$ cat src/hdl/fgs_pkg.sv
package fgs_pkg;
	// ****************************************
	// register map (word addresses)
	// ****************************************
	localparam logic [3:0] ADDR_CTRL   = 4'h0;
	localparam logic [3:0] ADDR_WAKE   = 4'h1;
	localparam logic [3:0] ADDR_CAP    = 4'h2;
	localparam logic [3:0] ADDR_ADJ    = 4'h3;
	localparam logic [3:0] ADDR_SOC    = 4'h4;
	localparam logic [3:0] ADDR_ACM    = 4'h5;
	localparam logic [3:0] ADDR_IRQ    = 4'h6;
	localparam logic [3:0] ADDR_MASK   = 4'h7;
	localparam logic [3:0] ADDR_TLIM   = 4'h8;

	// ****************************************
	// control field positions
	// ****************************************
	localparam int CTRL_EN      = 0;
	localparam int CTRL_SLEEP   = 1;
	localparam int CTRL_RATE_LO = 2;
	localparam int CTRL_AGE     = 4;
	localparam int CTRL_TEMP    = 5;
	localparam int CTRL_THERM   = 6;

	localparam int IRQ_ACM = 0;
	localparam int IRQ_NUM = 1;

	// ****************************************
	// reset values and constants
	// ****************************************
	localparam logic [15:0] CAP_RESET   = 16'h0064;
	localparam logic [7:0]  SOC_FULL    = 8'h64;
	localparam logic [12:0] ACM_WRAP    = 13'h1000;
	localparam logic [11:0] TEMP_LO_RST = 12'h0c00;
	localparam logic [11:0] TEMP_HI_RST = 12'h0400;

	// ****************************************
	// timing; periods in tenths of a second
	// ****************************************
	localparam int CLK_HZ         = 25_000_000;
	localparam int TICK_MS        = 100;
	localparam int TICK_CYCLES    = CLK_HZ / 1000 * TICK_MS;
	localparam int ACT_SAMPLE_T   = 10;
	localparam int ACT_UPDATE_T   = 100;
	localparam int SLP_SAMPLE_T   = 75;
	localparam int SLP_UPDATE_T   = 600;

	typedef enum logic [2:0] {
		FGS_OFF    = 3'b001,
		FGS_ACTIVE = 3'b010,
		FGS_SLEEP  = 3'b100
	} fgs_mode_type;

	typedef struct packed {
		logic [11:0] voltage;
		logic [11:0] current;
		logic        charging;
		logic [11:0] thermistor;
	} fgs_sample_type;
endpackage

$ cat src/hdl/fgs_fuel_gauge.sv
// fuel gauge sequencer with avalon-mm register slave
module fgs_fuel_gauge #(
	parameter int TICK_DIV = fgs_pkg::TICK_CYCLES
) (
	input  wire logic        ref_clk,
	input  wire logic        rst_n,
	input  wire logic [3:0]  avs_address,
	input  wire logic        avs_read,
	input  wire logic        avs_write,
	input  wire logic [31:0] avs_writedata,
	output logic      [31:0] avs_readdata,
	output logic             avs_waitrequest,
	input  wire logic [11:0] adc_voltage,
	input  wire logic [11:0] instant_current,
	input  wire logic        charging_pin,
	input  wire logic [11:0] thermistor_node,
	output logic             adc_enable,
	output logic             adc_sample,
	output logic             accumulator_overflow_irq,
	output logic             irq
);
	// ****************************************
	// input synchronisers
	// ****************************************
	fgs_pkg::fgs_sample_type meta;
	fgs_pkg::fgs_sample_type smp;

	// two-stage capture of pin levels
	always_ff @(posedge ref_clk or negedge rst_n) begin
		if (!rst_n) begin
			meta <= '0;
			smp  <= '0;
		end else begin
			meta <= '{adc_voltage, instant_current, charging_pin, thermistor_node};
			smp  <= meta;
		end
	end

	// ****************************************
	// registers
	// ****************************************
	logic [7:0]  ctrl;
	logic [11:0] sleep_exit_current_threshold;
	logic [15:0] battery_capacity_value;
	logic [7:0]  aging_reduction_proportion;
	logic [7:0]  temperature_adjust_proportion;
	logic [11:0] temp_low_limit;
	logic [11:0] temp_high_limit;
	logic [11:0] charge_accumulator;
	localparam int IRQ_W = fgs_pkg::IRQ_NUM;
	logic [IRQ_W-1:0] irq_status;
	logic [IRQ_W-1:0] irq_mask;
	logic [7:0]  soc;
	fgs_pkg::fgs_mode_type mode;
	logic        first_update;
	logic        rd_pending;

	logic wr_hit;
	logic rd_hit;
	logic acm_overflow;
	logic update_pulse;
	logic sample_pulse;

	// one-cycle wait on reads so data comes from a register
	assign wr_hit = avs_write;
	assign rd_hit = avs_read && rd_pending;
	assign avs_waitrequest = avs_read && !rd_pending;

	// read latency flag
	always_ff @(posedge ref_clk or negedge rst_n) begin
		if (!rst_n) begin
			rd_pending <= 1'b0;
		end else begin
			rd_pending <= avs_read && !rd_pending;
		end
	end

	// control register steering mode, rate and adjust enables
	always_ff @(posedge ref_clk or negedge rst_n) begin
		if (!rst_n) begin
			ctrl <= 8'h00;
		end else if (wr_hit && avs_address == fgs_pkg::ADDR_CTRL) begin
			ctrl <= avs_writedata[7:0];
		end
	end

	// configuration registers
	always_ff @(posedge ref_clk or negedge rst_n) begin
		if (!rst_n) begin
			sleep_exit_current_threshold  <= 12'hfff;
			aging_reduction_proportion    <= 8'h00;
			temperature_adjust_proportion <= 8'h00;
			temp_low_limit                <= fgs_pkg::TEMP_LO_RST;
			temp_high_limit               <= fgs_pkg::TEMP_HI_RST;
			irq_mask                      <= '0;
		end else if (wr_hit) begin
			unique case (avs_address)
				fgs_pkg::ADDR_WAKE: begin
					sleep_exit_current_threshold <= avs_writedata[11:0];
				end
				fgs_pkg::ADDR_ADJ: begin
					aging_reduction_proportion    <= avs_writedata[7:0];
					temperature_adjust_proportion <= avs_writedata[15:8];
				end
				fgs_pkg::ADDR_TLIM: begin
					temp_low_limit  <= avs_writedata[11:0];
					temp_high_limit <= avs_writedata[27:16];
				end
				fgs_pkg::ADDR_MASK: begin
					irq_mask <= avs_writedata[IRQ_W-1:0];
				end
				default: begin
				end
			endcase
		end
	end

	// ****************************************
	// time base and scheduler
	// ****************************************
	logic [$clog2(TICK_DIV)-1:0] div_cnt;
	logic        tick;
	logic [9:0]  sample_cnt;
	logic [13:0] update_cnt;
	logic [9:0]  sample_period;
	logic [13:0] update_period;
	logic [1:0]  rate_sel;

	assign rate_sel = ctrl[fgs_pkg::CTRL_RATE_LO +: 2];

	// period pair per mode and rate
	always_comb begin
		if (mode == fgs_pkg::FGS_ACTIVE) begin
			sample_period = 10'(fgs_pkg::ACT_SAMPLE_T);
			update_period = 14'(fgs_pkg::ACT_UPDATE_T);
		end else begin
			sample_period = 10'(fgs_pkg::SLP_SAMPLE_T) << rate_sel;
			update_period = (rate_sel == 2'b00) ? 14'(fgs_pkg::SLP_UPDATE_T)
				: 14'(fgs_pkg::SLP_UPDATE_T * 2) << rate_sel;
		end
	end

	// tenth-second enable pulse, cleared and held off in shutdown
	always_ff @(posedge ref_clk or negedge rst_n) begin
		if (!rst_n) begin
			div_cnt <= '0;
			tick    <= 1'b0;
		end else if (mode == fgs_pkg::FGS_OFF) begin
			div_cnt <= '0;
			tick    <= 1'b0;
		end else begin
			tick    <= (div_cnt == ($clog2(TICK_DIV))'(TICK_DIV - 1));
			div_cnt <= (div_cnt == ($clog2(TICK_DIV))'(TICK_DIV - 1)) ? '0 : div_cnt + 1'b1;
		end
	end

	assign sample_pulse = tick && (sample_cnt >= sample_period - 10'h001);
	assign update_pulse = tick && (update_cnt >= update_period - 14'h0001);

	// sample and update interval counters
	always_ff @(posedge ref_clk or negedge rst_n) begin
		if (!rst_n) begin
			sample_cnt <= '0;
			update_cnt <= '0;
		end else if (mode == fgs_pkg::FGS_OFF) begin
			sample_cnt <= '0;
			update_cnt <= '0;
		end else if (tick) begin
			sample_cnt <= sample_pulse ? '0 : sample_cnt + 10'h001;
			update_cnt <= update_pulse ? '0 : update_cnt + 14'h0001;
		end
	end

	// converter strobe; sleep keeps converter off between samples
	always_ff @(posedge ref_clk or negedge rst_n) begin
		if (!rst_n) begin
			adc_sample <= 1'b0;
			adc_enable <= 1'b0;
		end else begin
			adc_sample <= sample_pulse;
			adc_enable <= (mode == fgs_pkg::FGS_ACTIVE) || sample_pulse;
		end
	end

	// ****************************************
	// mode machine
	// ****************************************
	logic wake;
	assign wake = smp.current > sleep_exit_current_threshold;

	always_ff @(posedge ref_clk or negedge rst_n) begin
		if (!rst_n) begin
			mode <= fgs_pkg::FGS_OFF;
		end else begin
			unique case (mode)
				fgs_pkg::FGS_OFF: begin
					if (ctrl[fgs_pkg::CTRL_EN]) begin
						mode <= ctrl[fgs_pkg::CTRL_SLEEP] ? fgs_pkg::FGS_SLEEP : fgs_pkg::FGS_ACTIVE;
					end
				end
				fgs_pkg::FGS_ACTIVE: begin
					if (!ctrl[fgs_pkg::CTRL_EN]) begin
						mode <= fgs_pkg::FGS_OFF;
					end else if (ctrl[fgs_pkg::CTRL_SLEEP] && !wake) begin
						mode <= fgs_pkg::FGS_SLEEP;
					end
				end
				fgs_pkg::FGS_SLEEP: begin
					if (!ctrl[fgs_pkg::CTRL_EN]) begin
						mode <= fgs_pkg::FGS_OFF;
					end else if (!ctrl[fgs_pkg::CTRL_SLEEP] || (sample_pulse && wake)) begin
						mode <= fgs_pkg::FGS_ACTIVE;
					end
				end
				default: begin
					mode <= fgs_pkg::FGS_OFF;
				end
			endcase
		end
	end

	// ****************************************
	// state of charge update
	// ****************************************
	logic [7:0]  mapped_soc;
	logic [7:0]  soc_limit;
	logic [15:0] eff_capacity;
	logic        temp_ok;
	logic [7:0]  rise;

	fgs_soc_map u_map (
		.ref_clk     (ref_clk),
		.rst_n       (rst_n),
		.voltage     (smp.voltage),
		.empty_level (12'h800),
		.soc         (mapped_soc)
	);

	// scales a capacity by (256 - proportion) / 256
	function automatic logic [15:0] fgs_scale(input logic [15:0] cap, input logic [7:0] prop);
		logic [23:0] prod;
		prod = 24'(cap) * 24'(9'h100 - 9'(prop));
		return prod[23:8];
	endfunction

	// ntc voltage falls as temperature rises: window between the limits
	assign temp_ok = ctrl[fgs_pkg::CTRL_TEMP] && ctrl[fgs_pkg::CTRL_THERM]
		&& smp.thermistor <= temp_low_limit && smp.thermistor >= temp_high_limit;

	// effective capacity, reduced more as temperature rises toward the hot limit
	always_comb begin
		eff_capacity = battery_capacity_value;
		if (temp_ok) begin
			eff_capacity = fgs_scale(battery_capacity_value,
				8'((24'(temperature_adjust_proportion) * 24'(temp_low_limit - smp.thermistor))
				/ 24'(temp_low_limit - temp_high_limit + 12'h001)));
		end
	end

	// limit grows with current and shrinks with capacity
	always_comb begin
		logic [27:0] q;
		q = (28'(smp.current) << 8) / 28'({eff_capacity[15:1], 1'b1});
		soc_limit = (q > 28'h00000fe) ? 8'hff : 8'(q) + 8'h01;
	end

	// clamped step toward mapped value; first result from voltage alone
	always_ff @(posedge ref_clk or negedge rst_n) begin
		if (!rst_n) begin
			soc          <= 8'h00;
			first_update <= 1'b1;
		end else if (mode == fgs_pkg::FGS_OFF) begin
			first_update <= 1'b1;
		end else if (update_pulse) begin
			first_update <= 1'b0;
			if (first_update) begin
				soc <= mapped_soc;
			end else if (mapped_soc > soc) begin
				soc <= (mapped_soc - soc > soc_limit) ? soc + soc_limit : mapped_soc;
			end else begin
				soc <= (soc - mapped_soc > soc_limit) ? soc - soc_limit : mapped_soc;
			end
		end
	end

	// ****************************************
	// charge accumulator and aging
	// ****************************************
	logic [12:0] acm_sum;
	assign rise = (update_pulse && !first_update && smp.charging && mapped_soc > soc)
		? ((mapped_soc - soc > soc_limit) ? soc_limit : mapped_soc - soc) : 8'h00;
	assign acm_sum = 13'(charge_accumulator) + 13'(rise);
	assign acm_overflow = acm_sum >= fgs_pkg::ACM_WRAP;

	// add each charging increase, wrap at full scale
	always_ff @(posedge ref_clk or negedge rst_n) begin
		if (!rst_n) begin
			charge_accumulator <= 12'h000;
		end else if (wr_hit && avs_address == fgs_pkg::ADDR_ACM) begin
			charge_accumulator <= avs_writedata[11:0]; // host preload, e.g. after a cell swap
		end else begin
			charge_accumulator <= acm_sum[11:0];
		end
	end

	// capacity: host write unless aging adjust owns it
	always_ff @(posedge ref_clk or negedge rst_n) begin
		if (!rst_n) begin
			battery_capacity_value <= fgs_pkg::CAP_RESET;
		end else if (ctrl[fgs_pkg::CTRL_AGE]) begin
			if (acm_overflow) begin
				battery_capacity_value <= fgs_scale(battery_capacity_value, aging_reduction_proportion);
			end
		end else if (wr_hit && avs_address == fgs_pkg::ADDR_CAP) begin
			battery_capacity_value <= avs_writedata[15:0];
		end
	end

	// sticky status, write one to clear, set wins
	always_ff @(posedge ref_clk or negedge rst_n) begin
		if (!rst_n) begin
			irq_status <= '0;
		end else begin
			irq_status <= (irq_status & ~((wr_hit && avs_address == fgs_pkg::ADDR_IRQ)
				? avs_writedata[IRQ_W-1:0] : '0)) | IRQ_W'(acm_overflow);
		end
	end

	assign accumulator_overflow_irq = irq_status[fgs_pkg::IRQ_ACM];
	assign irq = |(irq_status & irq_mask);

	// ****************************************
	// read data
	// ****************************************
	always_ff @(posedge ref_clk or negedge rst_n) begin
		if (!rst_n) begin
			avs_readdata <= 32'h0000_0000;
		end else if (avs_read && !rd_pending) begin
			unique case (avs_address)
				fgs_pkg::ADDR_CTRL: avs_readdata <= {21'h0, mode, ctrl};
				fgs_pkg::ADDR_WAKE: avs_readdata <= {20'h0, sleep_exit_current_threshold};
				fgs_pkg::ADDR_CAP:  avs_readdata <= {eff_capacity, battery_capacity_value};
				fgs_pkg::ADDR_ADJ:  avs_readdata <= {16'h0, temperature_adjust_proportion, aging_reduction_proportion};
				fgs_pkg::ADDR_SOC:  avs_readdata <= {16'h0, mapped_soc, soc};
				fgs_pkg::ADDR_ACM:  avs_readdata <= {20'h0, charge_accumulator};
				fgs_pkg::ADDR_IRQ:  avs_readdata <= {31'h0, irq_status};
				fgs_pkg::ADDR_MASK: avs_readdata <= {31'h0, irq_mask};
				fgs_pkg::ADDR_TLIM: avs_readdata <= {4'h0, temp_high_limit, 4'h0, temp_low_limit};
				default:            avs_readdata <= 32'h0000_0000;
			endcase
		end
	end
endmodule

$ cat src/hdl/fgs_soc_map.sv
// maps battery voltage to a percentage through a registered ramp
module fgs_soc_map (
	input  wire logic        ref_clk,
	input  wire logic        rst_n,
	input  wire logic [11:0] voltage,
	input  wire logic [11:0] empty_level,
	output logic      [7:0]  soc
);
	logic [11:0] span;
	logic [19:0] scaled;

	// linear ramp above empty level, saturated at full
	always_comb begin
		span = (voltage > empty_level) ? voltage - empty_level : 12'h000;
		scaled = 20'(span) * 20'h00064 / 20'h00400;
	end

	// registered result
	always_ff @(posedge ref_clk or negedge rst_n) begin
		if (!rst_n) begin
			soc <= 8'h00;
		end else begin
			soc <= (scaled > 20'(fgs_pkg::SOC_FULL)) ? fgs_pkg::SOC_FULL : scaled[7:0];
		end
	end
endmodule
$ cat config.mk
export PLATFORM = sky130hd
export DESIGN_NAME = fgs_fuel_gauge
export DESIGN_NICKNAME = d
export VERILOG_FILES = /design/src/hdl/fgs_pkg.sv /design/src/hdl/fgs_fuel_gauge.sv /design/src/hdl/fgs_soc_map.sv
export SDC_FILE = /design/constraint.sdc
export NUM_CORES = 2
export LEC_CHECK = 0
export ABC_AREA = 1
export BUFFER_PORTS_ARGS = -buffer_cell sky130_fd_sc_hd__buf_2
export CELL_PAD_IN_SITES_DETAIL_PLACEMENT = 0
export CELL_PAD_IN_SITES_GLOBAL_PLACEMENT = 2
export CORE_AREA = 5 5 414 416
export DETAILED_ROUTE_END_ITERATION = 10
export DIE_AREA = 0 0 419 421
export PLACE_DENSITY = 0.79
export SLEW_MARGIN = 15
export SYNTH_ARGS = -nofsm -noshare
export SYNTH_HDL_FRONTEND = slang
export SYNTH_SLANG_ARGS = --single-unit
export TNS_END_PERCENT = 5
$ cat constraint.sdc
create_clock -name ref_clk -period 157.8 [get_ports ref_clk]
set_input_delay 15.78 -clock ref_clk [delete_from_list [all_inputs] [get_ports ref_clk]]
set_output_delay 15.78 -clock ref_clk [all_outputs]
set_load 0.01 [all_outputs]
==> impl_metrics.csv <==
group,metric,value,unit
drt,dr.pass1.iters,7,
cells_and_area,fin_nets,9909,
critical_path,critPathKind,"register to register",
timing,finalHoldViolations,0,
cells_and_area,regArea,6680,um2
yosys,ys.warnings.count,0,
timing,max_freq,7.12,MHz
critical_path,cp_slowest_cell,"xnor2_1",
cells_and_area,drive_gt1_frac,0.0564,
drt,initialDrtViolationCount,2611,
timing,slew_headroom,0.276,
grt,grt_pass1_wl,293000,um
drt,wirelength,184000,um
clock_network,clock_sinks,266,
clock_network,cts-root-buf,"clkbuf_16",
floorplan,io_pins,114,
yosys,synth_seq_area_share,0.115,
yosys,synth-seq-cells,266,
timing,finalSetupViolations,0,
timing,fin_crit,140.47,ns
drt,wl_per_cell,17.0,um
critical_path,cp_top_family,"compound AO/OA/AOI/OAI gates",
clock_network,clk_path_buf_depth,3,
placed_design,port_buffers,109,
drt,via_per_inst,5.01,
critical_path,endpoint_kind,"register",
timing,drv_slew,0,
drt,vias,54401,
floorplan,die_w,419,um
yosys,synthArstFlopShare,1.00,
clock_network,postCtsHoldBufs,0,
clock_network,ctsResizeCount,0,
clock_network,cts_tree,"yes",
cells_and_area,area_growth,7.38,%
cells_and_area,fillers,17928,
critical_path,path_buf_inv,156,
outcome,status,"completed",
floorplan,core-area,167000,um2
drt,topRoutingLayerUsed,"met4",
timing,worst_pin_slew,1.09,ns
grt,antenna_found_initial,4,
job,drv_cap,0,
cells_and_area,multi_input_area,45500,um2
critical_path,path_max_fanout,29,
drt,final_antenna_net_count,0,
clock_network,post-cts-setup-buffers,0,
yosys,syn-cell-area,58100,um2
drt,wl_met1,82000,um
drt,wl_met2,91800,um
critical_path,max_stage_delay,0.74,ns
critical_path,cpMostUsedCell,"nand2_1",
floorplan,dieArea,176000,um2
clock_network,cts_max_level,1,
drt,drc_errors,0,
yosys,synth_top_flop_cell,"dfrtp_1",
min_path,min_path_type,"register to register",
critical_path,arrival,140.95,ns
yosys,netlist_instances,8603,
timing,setup_tns,0,ns
floorplan,start_util,0.348,
floorplan,rows,150,
placed_design,dpl.hpwl,152000,um
drt,route.met3.wl,4450,um
yosys,avgSynthCellArea,6.75,um2
floorplan,dieHeight,421,um
yosys,synth_cell_types,77,
clock_network,clkTransAtPathRegs,0.06,ns
critical_path,worstPathRequired,158.28,ns
grt,grt_max_degree,101,
timing,min_period_over_period,0.890,
grt,gr-total-overflow,0,
placed_design,place.gp.congestion,0.871,
timing,rsz0062_at_grt,"no",
grt,grt_pass1_vias,52998,
timing,fin_skew,0.0398,ns
clock_network,clock_latency,0.65,ns
grt,grt_util_all_layers,0.205,
critical_path,start_kind,"register",
yosys,synth_edf_count,0,
clock_network,cts_buffers,31,
worst register-to-register path, delay by kind of cell, from the launching register on:
family	cells	cell delay, ns
and+or+nand+nor	305	42.77
DFF	1	0.50
AOI/OAI and AO/OA	280	52.76
buffers and inverters	140	20.79
adders and majority gates	60	20.85
xor gates and xnor gates	10	2.68
layout make-up:
class	instances	share of cell area
flip-flops and latches	266	0.107
clock inverters	23	0.00552
repair buffers	172	0.0165
clock buffers	34	0.0128
multi-input cells	6758	0.729
well taps	2204	0.0442
inverters	1394	0.0845
diodes	13	0.000522
logic make-up (layout without fill, tap and decap cells):
| family | after synthesis | after routing | share of synthesized area |
|---|---|---|---|
| compound gates | 1621 | 1621 | 0.157 |
| xor+xnor | 501 | 501 | 0.0755 |
| fa+ha+maj | 1209 | 1209 | 0.298 |
| buf+inv | 1587 | 1623 | 0.105 |
| flops | 266 | 266 | 0.115 |
| mux | 5 | 5 | 0.000883 |
| other cells | 2 | 23 | 0.000129 |
| simple gates | 3412 | 3412 | 0.248 |
placed cells by master, fill, tap and decap left out, drive strengths merged, types with 79 or more instances in the layout:
master,n
ha,916
xnor2,213
fa,293
or2,86
nor2,861
nand2,1896
dfrtp,246
xor2,288
a21oi,690
o21ai,552
nand4,99
nor3,79
nand3,326
buf,172
inv,1373
final timing paths:
| kind | from | end | slack [ns] | depth (start not counted) |
|---|---|---|---|---|
| worst min-delay path | meta[3]$_DFF_PN0_ | smp[3]$_DFF_PN0_ | 0.35 | 0 |
| worst max-delay path | temp_low_limit[1]$_DFFE_PN0P_ | battery_capacity_value[1]$_DFFE_PN0P_ | 17.33 | 903 |
| worst min register to register | meta[3]$_DFF_PN0_ | smp[3]$_DFF_PN0_ | 0.35 | 0 |
| max in group asynchronous | rst_n | temp_low_limit[8]$_DFFE_PN0P_ | 140.53 | 3 |
| min in group asynchronous | rst_n | update_cnt[9]$_DFFE_PN0P_ | 15.16 | 1 |
| worst max register to register | temp_low_limit[1]$_DFFE_PN0P_ | battery_capacity_value[1]$_DFFE_PN0P_ | 17.33 | 795 |
registers in the layout, summed over array words and instances (netlist names), 14 cells and up:
| signal | count |
|---|---|
| meta | 37 |
| smp | 37 |
| avs_readdata | 32 |
| div_cnt | 22 |
| battery_capacity_value | 16 |
| update_cnt | 14 |
synthesized netlist by cell type, drive strengths merged (4+ instances only):
master / n / area share
buf: 33 / 0.0040
o311ai: 4 / 0.00060
o2111ai: 13 / 0.0020
nor2: 861 / 0.057
clkinv: 19 / 0.0014
nor4: 31 / 0.0033
nand3b: 15 / 0.0019
a211oi: 15 / 0.0019
ha: 916 / 0.20
o21bai: 58 / 0.0077
dfrtp: 246 / 0.11
o221ai: 26 / 0.0039
xor2: 288 / 0.043
or3: 5 / 0.00054
o21ai: 552 / 0.048
o41ai: 4 / 0.00060
a31oi: 50 / 0.0054
nor3b: 6 / 0.00078
a221o: 4 / 0.00069
a21o: 60 / 0.0078
o21a: 19 / 0.0025
a221oi: 12 / 0.0018
and2: 5 / 0.00054
nand2: 1896 / 0.13
mux2i: 4 / 0.00069
xnor2: 213 / 0.032
dfstp: 20 / 0.0090
nand3: 326 / 0.031
or2: 86 / 0.0093
nor3: 79 / 0.0069
o31ai: 36 / 0.0047
a21oi: 690 / 0.060
fa: 293 / 0.10
nand4: 99 / 0.011
a21boi: 7 / 0.00097
inv: 1375 / 0.089
o211ai: 24 / 0.0031
o221a: 5 / 0.00097
clkbuf: 160 / 0.010
o22ai: 26 / 0.0028
metrics by stage:
step	worst slack, ns	instance area, um2	std cells	hold slack (ns)	util
after global routing	0.458	62400	10860	0.352	0.374
after global placement	16.06	61200	10794	0.333	0.367
after detailed placement	15.16	61200	10794	0.336	0.367
after floorplan	42.26	58100	8611	0.331	-
after CTS	14.68	62300	10851	0.345	0.373
final	17.33	62400	10864	0.345	0.374
routing by layer:
layer  vias up  GRT usage
li1      28067          -
met1     25511      0.258
met2       667      0.379
met3       156     0.0111
met4         0     0.0552
met5         -          0
Power is not shown: default switching activity piles up to over one toggle a cycle in this logic, so the estimate is an artifact.
